--- src/common/ssic_regs.svh ---
// Purpose: Constants for the six-source interrupt control block
// Assumes: Interrupt control words sit at RAM word addresses 0x000..0x003
// Notes:   Bit position inside the block = word index * 4 + bit index
`ifndef SSIC_REGS_SVH
`define SSIC_REGS_SVH

// RAM word addresses of the four control words
`define SSIC_ADDR_W        10
`define SSIC_WORD0_ADDR    10'h000
`define SSIC_WORD1_ADDR    10'h001
`define SSIC_WORD2_ADDR    10'h002
`define SSIC_WORD3_ADDR    10'h003

// Flat bit positions (word * 4 + bit)
`define SSIC_POS_IE        4'h0
`define SSIC_POS_RSVD      4'h1
`define SSIC_POS_EXT0_FLAG 4'h2
`define SSIC_POS_EXT0_MASK 4'h3
`define SSIC_POS_EXT1_FLAG 4'h4
`define SSIC_POS_EXT1_MASK 4'h5
`define SSIC_POS_TA_FLAG   4'h6
`define SSIC_POS_TA_MASK   4'h7
`define SSIC_POS_TB_FLAG   4'h8
`define SSIC_POS_TB_MASK   4'h9
`define SSIC_POS_TC_FLAG   4'hA
`define SSIC_POS_TC_MASK   4'hB
`define SSIC_POS_SER_FLAG  4'hC
`define SSIC_POS_SER_MASK  4'hD
`define SSIC_POS_STRIDE    4'h2

// Reset values
`define SSIC_RST_IE        1'h0
`define SSIC_RST_FLAGS     6'h00
`define SSIC_RST_MASKS     6'h3F

// Vector of the top-priority source, and step between vectors
`define SSIC_VEC_W         16
`define SSIC_VEC_BASE      16'h0002
`define SSIC_VEC_STEP      16'h0002

// Source count and edge hold time in instruction cycles (more than two)
`define SSIC_NUM_SRC       6
`define SSIC_EDGE_HOLD     3

`endif

--- src/common/ssic_pkg.sv ---
// Purpose: Shared types of the six-source interrupt control block
// Assumes: Constants come from ssic_regs.svh
// Notes:   Source index order equals priority order, index 0 highest
package ssic_pkg;

	// Single-bit access kinds issued by the core
	typedef enum logic [1:0] {
		SSIC_OP_TEST,
		SSIC_OP_SET,
		SSIC_OP_CLEAR,
		SSIC_OP_NONE
	} ssic_op_type;

	// Acknowledge sequence of the core
	typedef enum logic [1:0] {
		SSIC_SEQ_IDLE,
		SSIC_SEQ_C1,
		SSIC_SEQ_C2,
		SSIC_SEQ_C3
	} ssic_seq_type;

endpackage

--- src/common/ssic_if.sv ---
// Purpose: Link between the interrupt controller and the CPU core sequencer
// Assumes: Both ends run on the same instruction clock
// Notes:   No clocking block; the bench joins the two ends through this
`timescale 1ns/1ps
`include "ssic_regs.svh"

interface ssic_if;
	import ssic_pkg::*;

	logic                     bit_req;   // Core: bit access request
	ssic_op_type              bit_op;    // Core: set, clear or test
	logic [`SSIC_ADDR_W-1:0]  bit_addr;  // Core: RAM word address
	logic [1:0]               bit_sel;   // Core: bit inside the word
	logic                     bit_rdata; // Ctrl: tested bit value
	logic                     bit_rvalid;// Ctrl: test answer strobe
	logic                     irq_req;   // Ctrl: serviceable request
	logic [`SSIC_VEC_W-1:0]   irq_vec;   // Ctrl: vector of the winner
	logic                     ack;       // Core: request acknowledged
	logic                     return_from_handler_instr;      // Core: return from handler

	modport ctrl (
		input  bit_req, bit_op, bit_addr, bit_sel, ack, return_from_handler_instr,
		output bit_rdata, bit_rvalid, irq_req, irq_vec
	);

	modport core (
		output bit_req, bit_op, bit_addr, bit_sel, ack, return_from_handler_instr,
		input  bit_rdata, bit_rvalid, irq_req, irq_vec
	);

endinterface

--- src/logic/ssic_ctrl.sv ---
// Purpose: Interrupt controller end: flags, masks, enable, priority, vector
// Assumes: Core end drives bit accesses, acknowledge and return pulses
// Notes:   Control words answer at RAM words 0x000..0x003 only
`timescale 1ns/1ps
`include "ssic_regs.svh"

module ssic_ctrl
	import ssic_pkg::*;
#(
	parameter int NUM_SRC   = `SSIC_NUM_SRC,
	parameter int EDGE_HOLD = `SSIC_EDGE_HOLD
) (
	input  wire logic sys_clk_i,       // Instruction clock
	input  wire logic nrst_i,          // MCU reset, active low
	ssic_if.ctrl      lnk,             // Link to core sequencer
	input  wire logic ext0_n_i,        // External line zero, active low
	input  wire logic ext1_n_i,        // External line one, active low
	input  wire logic timer_a_ovf_i,   // Timer A overflow pulse
	input  wire logic timer_b_ovf_i,   // Timer B overflow pulse
	input  wire logic timer_c_ovf_i,   // Timer C overflow pulse
	input  wire logic serial_eighth_i, // Eighth transfer clock pulse
	input  wire logic serial_abort_i,  // Bit counter reset pulse
	output logic      timer_b_evt_o,   // Timer B event clock pulse
	output logic      global_irq_enable_o // Global enable state
);

	localparam int PW = 4;

	// Flat bit position of flag k; its mask sits one above
	function automatic logic [PW-1:0] flag_pos(input int k);
		flag_pos = `SSIC_POS_EXT0_FLAG + PW'(k) * `SSIC_POS_STRIDE;
	endfunction

	// Flat bit position of the mask of source k
	function automatic logic [PW-1:0] mask_pos(input int k);
		mask_pos = flag_pos(k) + 4'h1;
	endfunction

	// Vector of source k: base plus k steps
	function automatic logic [`SSIC_VEC_W-1:0] vec_of(input int k);
		vec_of = `SSIC_VEC_BASE + `SSIC_VEC_W'(k) * `SSIC_VEC_STEP;
	endfunction

	logic                   global_irq_enable;
	logic [NUM_SRC-1:0]     request_flag;
	logic [NUM_SRC-1:0]     request_mask;
	logic [NUM_SRC-1:0]     next_flag;
	logic [NUM_SRC-1:0]     next_mask;
	logic                   next_ie;
	logic [NUM_SRC-1:0]     hw_set;
	logic [NUM_SRC-1:0]     sw_clr;
	logic [NUM_SRC-1:0]     sw_set_mask;
	logic [NUM_SRC-1:0]     sw_clr_mask;
	logic [NUM_SRC-1:0]     pending;
	logic [NUM_SRC-1:0]     serviceable;
	logic [15:0]            image;
	logic [`SSIC_VEC_W-1:0] win_vec;
	logic                   win_any;
	logic                   ext0_fall;
	logic                   ext1_fall;

	// Pin edge filters; glitches under the hold time are dropped
	// A rise must hold as long before the next fall counts
	ssic_edge_det #(.HOLD(EDGE_HOLD)) u_edge0 (
		.sys_clk_i (sys_clk_i),
		.nrst_i    (nrst_i),
		.level_i   (ext0_n_i),
		.fall_o    (ext0_fall)
	);

	ssic_edge_det #(.HOLD(EDGE_HOLD)) u_edge1 (
		.sys_clk_i (sys_clk_i),
		.nrst_i    (nrst_i),
		.level_i   (ext1_n_i),
		.fall_o    (ext1_fall)
	);

	// Hardware events, in priority order
	assign hw_set[0] = ext0_fall;
	assign hw_set[1] = ext1_fall;
	assign hw_set[2] = timer_a_ovf_i;
	assign hw_set[3] = timer_b_ovf_i;
	assign hw_set[4] = timer_c_ovf_i;
	assign hw_set[5] = serial_eighth_i | serial_abort_i;

	// Bit access decode; anything above word 3 is not ours
	wire          in_range = lnk.bit_req && (lnk.bit_addr <= `SSIC_WORD3_ADDR);
	wire [PW-1:0] pos      = {lnk.bit_addr[1:0], lnk.bit_sel};
	wire          do_set   = in_range && (lnk.bit_op == SSIC_OP_SET);
	wire          do_clr   = in_range && (lnk.bit_op == SSIC_OP_CLEAR);
	wire          do_test  = lnk.bit_req && (lnk.bit_op == SSIC_OP_TEST);

	// Per-source strobes; a software set on a flag has no path at all
	always_comb begin
		for (int k = 0; k < NUM_SRC; k++) begin
			sw_clr[k]      = do_clr && (pos == flag_pos(k));
			sw_set_mask[k] = do_set && (pos == mask_pos(k));
			sw_clr_mask[k] = do_clr && (pos == mask_pos(k));
		end
	end

	// Set wins when an event meets a clear in one cycle
	assign next_flag = hw_set | (request_flag & ~sw_clr);
	assign next_mask = (request_mask | sw_set_mask) & ~sw_clr_mask;

	// Acknowledge drops enable, return or a bit set raises it
	// Clear beats set, so a return meeting an ack leaves it off
	wire ie_hit = (pos == `SSIC_POS_IE);
	wire ie_set = lnk.return_from_handler_instr || (do_set && ie_hit);
	wire ie_clr = lnk.ack || (do_clr && ie_hit);
	assign next_ie = ie_clr ? 1'b0 : (ie_set ? 1'b1 : global_irq_enable);

	// Requesting sources and the ones the enable lets through
	assign pending     = request_flag & ~request_mask;
	assign serviceable = global_irq_enable ? pending : '0;

	// Fixed priority: lowest index wins, lower ranks are don't-care
	always_comb begin
		win_any = 1'b0;
		win_vec = '0;
		for (int k = NUM_SRC - 1; k >= 0; k--) begin
			if (serviceable[k]) begin
				win_any = 1'b1;
				win_vec = vec_of(k);
			end
		end
	end

	// Readable image of the four words; the spare bit reads zero
	// Words beyond the fourth never reach it, the answer path gates them
	always_comb begin
		image                 = '0;
		image[`SSIC_POS_IE]   = global_irq_enable;
		image[`SSIC_POS_RSVD] = 1'b0;
		for (int k = 0; k < NUM_SRC; k++) begin
			image[flag_pos(k)]        = request_flag[k];
			image[mask_pos(k)]        = request_mask[k];
		end
	end

	// Control state; masks come up set so nothing fires early
	always_ff @(posedge sys_clk_i or negedge nrst_i) begin
		if (!nrst_i) begin
			global_irq_enable <= `SSIC_RST_IE;
			request_flag      <= `SSIC_RST_FLAGS;
			request_mask      <= `SSIC_RST_MASKS;
		end else begin
			global_irq_enable <= next_ie;
			request_flag      <= next_flag;
			request_mask      <= next_mask;
		end
	end

	// Request toward core; held off on the ack edge to avoid a double take
	always_ff @(posedge sys_clk_i or negedge nrst_i) begin
		if (!nrst_i) begin
			lnk.irq_req <= 1'b0;
			lnk.irq_vec <= '0;
		end else begin
			lnk.irq_req <= win_any && !lnk.ack;
			lnk.irq_vec <= win_vec;
		end
	end

	// Test answers one cycle after the request; unmapped reads zero
	always_ff @(posedge sys_clk_i or negedge nrst_i) begin
		if (!nrst_i) begin
			lnk.bit_rdata  <= 1'b0;
			lnk.bit_rvalid <= 1'b0;
		end else begin
			lnk.bit_rvalid <= do_test;
			lnk.bit_rdata  <= do_test && in_range && image[pos];
		end
	end

	// Pin one doubles as timer B clock whether masked or not
	always_ff @(posedge sys_clk_i or negedge nrst_i) begin
		if (!nrst_i) begin
			timer_b_evt_o       <= 1'b0;
			global_irq_enable_o <= 1'b0;
		end else begin
			timer_b_evt_o       <= ext1_fall;
			global_irq_enable_o <= next_ie;
		end
	end

endmodule

--- src/logic/ssic_edge_det.sv ---
// Purpose: Filtered falling-edge detector for one active-low request pin
// Assumes: Pin is synchronous to the instruction clock
// Notes:   A new level counts only after HOLD consecutive samples
`timescale 1ns/1ps

module ssic_edge_det #(
	parameter int HOLD = 3
) (
	input  wire logic sys_clk_i, // Instruction clock
	input  wire logic nrst_i,    // Async reset, active low
	input  wire logic level_i,   // Pin level, idle high
	output logic      fall_o     // One-cycle pulse on accepted fall
);

	localparam int CW = $clog2(HOLD + 1);

	logic          stable;
	logic [CW-1:0] run;
	logic [CW-1:0] next_run;

	// Glitches shorter than the hold time never reach the flag
	wire differs = level_i != stable;
	wire accept  = differs && (run == CW'(HOLD - 1));

	assign next_run = (differs && !accept) ? run + 1'b1 : '0;

	// Stable level tracker; idle level of the pin is high
	always_ff @(posedge sys_clk_i or negedge nrst_i) begin
		if (!nrst_i) begin
			stable <= 1'b1;
			run    <= '0;
			fall_o <= 1'b0;
		end else begin
			run    <= next_run;
			fall_o <= accept & ~level_i;
			if (accept) begin
				stable <= level_i;
			end
		end
	end

endmodule

--- src/flat_wrapper.sv ---
// flat-port wrapper written by rule: the top's interface ports become plain ports
module ssic_ctrl_flat import ssic_pkg::*;
#(
	parameter int NUM_SRC   = `SSIC_NUM_SRC,
	parameter int EDGE_HOLD = `SSIC_EDGE_HOLD
)
  (sys_clk_i, nrst_i, ext0_n_i, ext1_n_i, timer_a_ovf_i, timer_b_ovf_i, timer_c_ovf_i, serial_eighth_i, serial_abort_i, timer_b_evt_o, global_irq_enable_o, lnk_bit_req, lnk_bit_op, lnk_bit_addr, lnk_bit_sel, lnk_ack, lnk_return_from_handler_instr, lnk_bit_rdata, lnk_bit_rvalid, lnk_irq_req, lnk_irq_vec);
  ssic_if lnk_i ();
  input  wire logic sys_clk_i;
  input  wire logic nrst_i;
  input  wire logic ext0_n_i;
  input  wire logic ext1_n_i;
  input  wire logic timer_a_ovf_i;
  input  wire logic timer_b_ovf_i;
  input  wire logic timer_c_ovf_i;
  input  wire logic serial_eighth_i;
  input  wire logic serial_abort_i;
  output logic timer_b_evt_o;
  output logic global_irq_enable_o;
  input wire logic [$bits(lnk_i.bit_req)-1:0] lnk_bit_req;
  input wire logic [$bits(lnk_i.bit_op)-1:0] lnk_bit_op;
  input wire logic [$bits(lnk_i.bit_addr)-1:0] lnk_bit_addr;
  input wire logic [$bits(lnk_i.bit_sel)-1:0] lnk_bit_sel;
  input wire logic [$bits(lnk_i.ack)-1:0] lnk_ack;
  input wire logic [$bits(lnk_i.return_from_handler_instr)-1:0] lnk_return_from_handler_instr;
  output wire logic [$bits(lnk_i.bit_rdata)-1:0] lnk_bit_rdata;
  output wire logic [$bits(lnk_i.bit_rvalid)-1:0] lnk_bit_rvalid;
  output wire logic [$bits(lnk_i.irq_req)-1:0] lnk_irq_req;
  output wire logic [$bits(lnk_i.irq_vec)-1:0] lnk_irq_vec;
  assign lnk_i.bit_req = lnk_bit_req;
  assign lnk_i.bit_op = lnk_bit_op;
  assign lnk_i.bit_addr = lnk_bit_addr;
  assign lnk_i.bit_sel = lnk_bit_sel;
  assign lnk_i.ack = lnk_ack;
  assign lnk_i.return_from_handler_instr = lnk_return_from_handler_instr;
  assign lnk_bit_rdata = lnk_i.bit_rdata;
  assign lnk_bit_rvalid = lnk_i.bit_rvalid;
  assign lnk_irq_req = lnk_i.irq_req;
  assign lnk_irq_vec = lnk_i.irq_vec;
  ssic_ctrl #(.NUM_SRC(NUM_SRC), .EDGE_HOLD(EDGE_HOLD)) u_core (.sys_clk_i(sys_clk_i), .nrst_i(nrst_i), .lnk(lnk_i), .ext0_n_i(ext0_n_i), .ext1_n_i(ext1_n_i), .timer_a_ovf_i(timer_a_ovf_i), .timer_b_ovf_i(timer_b_ovf_i), .timer_c_ovf_i(timer_c_ovf_i), .serial_eighth_i(serial_eighth_i), .serial_abort_i(serial_abort_i), .timer_b_evt_o(timer_b_evt_o), .global_irq_enable_o(global_irq_enable_o));
endmodule
--- config.mk ---
export PLATFORM = sky130hd
export DESIGN_NAME = ssic_ctrl_flat
export DESIGN_NICKNAME = d
export VERILOG_FILES = /design/src/common/ssic_pkg.sv /design/src/common/ssic_if.sv /design/src/logic/ssic_ctrl.sv /design/src/logic/ssic_edge_det.sv /design/src/flat_wrapper.sv
export VERILOG_INCLUDE_DIRS = /design/src /design/src/common
export SDC_FILE = /design/constraint.sdc
export NUM_CORES = 1
export LEC_CHECK = 0
export ABC_AREA = 1
export ABC_CLOCK_PERIOD_IN_PS = 2100
export BUFFER_PORTS_ARGS = -buffer_cell sky130_fd_sc_hd__buf_2
export CORE_ASPECT_RATIO = 1.1
export CORE_MARGIN = 1
export CORE_UTILIZATION = 52
export CTS_CLUSTER_DIAMETER = 150
export DETAILED_ROUTE_END_ITERATION = 10
export GPL_ROUTABILITY_DRIVEN = 1
export PLACE_DENSITY = 0.89
export SKIP_CTS_REPAIR_TIMING = 1
export SKIP_LAST_GASP = 1
export SYNTH_ARGS = -nofsm -noshare
export SYNTH_HDL_FRONTEND = slang
export SYNTH_SLANG_ARGS = --single-unit
--- constraint.sdc ---
create_clock -name sys_clk_i -period 2.1 [get_ports sys_clk_i]
set_input_delay 0 -clock sys_clk_i [delete_from_list [all_inputs] [get_ports sys_clk_i]]
set_output_delay 0 -clock sys_clk_i [all_outputs]
set_load 0.03 [all_outputs]
==> results by group <==
Run status
  • Status: finished clean

Die
  • Num ports: 47
  • Placeable Area: 2878 µm²
  • DIE AREA: 3363 µm²
  • # rows: 20
  • Initial Util: 56.65%
  • Die W: 55.39 µm
  • Height of the die: 60.73 µm

Synthesis
  • Synth unique cells: 26
  • Sequential share of the synthesized area: 43.59%
  • Syn Area/Cell: 7.548 µm²
  • Most common cell in the synthesized netlist: nand2_1
  • Async S/R FF share, synth: 100.0%
  • Syn Inst Count: 216
  • Top_reg_cell synth: dfrtp_1
  • FF+latch count, synth: 28
  • Largest cells by area after synthesis: dfrtp_1 31%, dfstp_2 13%, nand2_1 9.4%
  • EDFF count, synth: 0
  • Post-Syn Area: 1630 µm²
  • Synth warn: 0
  • Synth top area share: 30.70%
  • Synth top cells by count: 41 x nand2_1, 37 x nor2_1, 35 x inv_1
  • Yosys top cell by area: dfrtp_1

Route
  • Drt total wl: 3165 µm
  • ANT nets after route: 0
  • M1 WL: 1336 µm
  • Initial DRC Count: 61
  • DR vias: 1405
  • DRC Markers: 0
  • DR WL met2: 1648 µm
  • Top routing layer in use: met4
  • Met3 WL: 143 µm
  • Drt pass-1 iters: 4
  • Vias per cell: 4.779
  • Routed length per instance: 10.77 µm

Worst hold path
  • Hold path depth: 6
  • Min-Delay Path Class: primary input to flop

Global routing
  • Grt ovf: 0
  • Largest net degree at the start of global routing: 29
  • Global-route usage over all layers: 19.24%
  • Initial antenna violation count: 0
  • Vias in the first global route: 1257
  • First-pass GRT wire length: 5050 µm

Clock tree
  • Skew-Pair Late Insertion Delay: 340 ps
  • CTS Buf Count: 3
  • Max Buffers Root-to-Sink: 2
  • TritonCTS clock tree: built
  • Worst-path clk slew: 160 ps
  • CTS H-tree depth: 1
  • Sink Count: 28
  • Root Driver: clkbuf_4

Setup path
  • Most frequent CP cell: dlygate4sd3_1
  • Startpoint type of the worst setup path: primary input
  • Critical path depth: 4
  • CP max stage delay: 590 ps
  • WS Path Type: primary input to flop
  • Worst EP required: 2390 ps
  • Critical-path top delay cell: dlygate4sd3_1
  • WP buf/inv: 3
  • Critical Path End Type: flop
  • Worst path cell trace: dlygate4sd3_1 -> buf_2 -> nor3_1 -> dlygate4sd3_1
  • CP top delay family: buffers and inverters
  • R2R depth: 6
  • Crit Path Max Fanout: 3
  • Worst EP arrival: 1500 ps

Timing
  • Fin crit period: 1202 ps
  • Setup TNS: 0 ps
  • RSZ-0062 raised after global routing: no
  • Tcrit/Tclk final: 57.24%
  • Fmax: 832.0 MHz
  • Rel. slew slack: 59.93%
  • Least-Margin Pin Slew: 601.0 ps
  • Hold Fails Final Rpt: 0
  • Pins Over Slew Limit: 0
  • Final setup fails: 0
  • Final Skew: 9.374 ps

Layout
  • Fin nets: 290
  • Fill count: 252
  • Ratio of cells with drive above 1 in the final layout: 23.37%
  • Area delta synth->final: 18.73%
  • Diode count: 0

Pwr
  • Maximum vdd drop: 0.4862 mV
  • Pwr Density: 652.1 nW/µm²
  • Leak: 1.070 nW
  • Overall Power: 1.262 mW

Flow run
  • # Max-Cap Violations: 0

Placement
  • Final GP Congestion: 0.8789
  • Final HPWL DP: 2299 µm
  • Port bufs: 33
[power breakdown]
group	internal (mW)	total [mW]	leakage [nW]	switching [mW]
combinational	0.0940	0.261	0.716	0.167
clock	0.193	0.363	0.0279	0.169
sequential	0.609	0.639	0.326	0.0300
total	0.896	1.26	1.07	0.366
[kinds of logic after synthesis]
kind of cell             after synthesis  synth area share [%]
buffers and inverters                 56                 16.50
AND/OR/NAND/NOR                      105                 29.32
adder cells (fa/ha/maj)                2                 1.535
AO/OA/AOI/OAI                         22                 7.751
flip-flops                            28                 43.59
XOR/XNOR                               2                 1.075
other                                  1                0.2300
[tightest hold or removal path, stage by stage]
cell and delay [ps]:
buf_2 100, nor3_1 60, o21ai_0 70, nor2_1 40, nand2_1 40, nor2_1 30
[through the flow]
stage	instances	cell area, µm²	util, %	setup slack (ps)	hold WS, ps
after floorplan	228	1675	-	954.8	-295.6
after global placement	278	1763	61.26	991.0	36.69
after detailed placement	278	1763	61.26	1006	44.00
after CTS	282	1815	63.09	977.9	-338.3
after global routing	294	1936	67.26	839.0	57.35
final	294	1936	67.26	898.0	19.48
[layer usage]
metal / GRT usage (%) / vias up
met5: 0 / -
met1: 23.26 / 629
met2: 35.46 / 51
met3: 2.132 / 5
li1: - / 720
met4: 8.571 / 0
[path summary, 6_finish.rpt]
path / startpoint / to / slack [ps]
min in group asynchronous: nrst_i / u_core.request_flag[2] / 170
worst min-delay path: lnk_bit_op[0] / u_core.lnk.bit_rdata / 20
worst min register to register: u_core.u_edge1.fall_o / u_core.timer_b_evt_o / 420
max in group asynchronous: nrst_i / u_core.u_edge0.run[0] / 1530
worst max register to register: u_core.request_mask[5] / u_core.lnk.bit_rdata / 980
worst max-delay path: lnk_bit_op[1] / u_core.lnk.bit_rvalid / 900
[sequential cells by signal, indices dropped and copies added, names as in the netlist]
name and cells:
u_core.request_flag 6, u_core.request_mask 6, u_core.lnk.irq_vec 3, u_core.u_edge0.run 2
u_core.u_edge1.run 2, u_core.global_irq_enable 1, u_core.lnk.bit_rdata 1, u_core.lnk.bit_rvalid 1
u_core.lnk.irq_req 1, u_core.timer_b_evt_o 1, u_core.u_edge0.fall_o 1, u_core.u_edge0.stable 1
u_core.u_edge1.fall_o 1, u_core.u_edge1.stable 1
[layout by cell type, fill, tap and decap left out, types with 2 or more instances in the layout]
cell            n
o21ai_0         7
xor2_1          2
dlygate4sd3_1  12
nor2_1         37
inv_1          35
nor3_1          4
ha_1            2
a21oi_1         8
nand3_1        15
conb_1         13
inv_2           5
dfrtp_1        20
clkbuf_4        3
dfstp_2         8
buf_2          33
nand2_1        41
nor2_2          2
o21ai_1         2
o21ai_2         4
[final cells by class]
class                           count  area, µm²  area share [%]
Clock buffer                        3      22.52           1.164
Clock inverter                      1      30.03           1.551
Tap cell                           33      41.29           2.133
Multi-Input combinational cell    144      695.7           35.94
Inverter                           40      150.1           7.757
Sequential cell                    28      710.7           36.72
Timing Repair Buffer               45      285.3           14.74
Note: power is estimated with default switching activity, not from simulation.
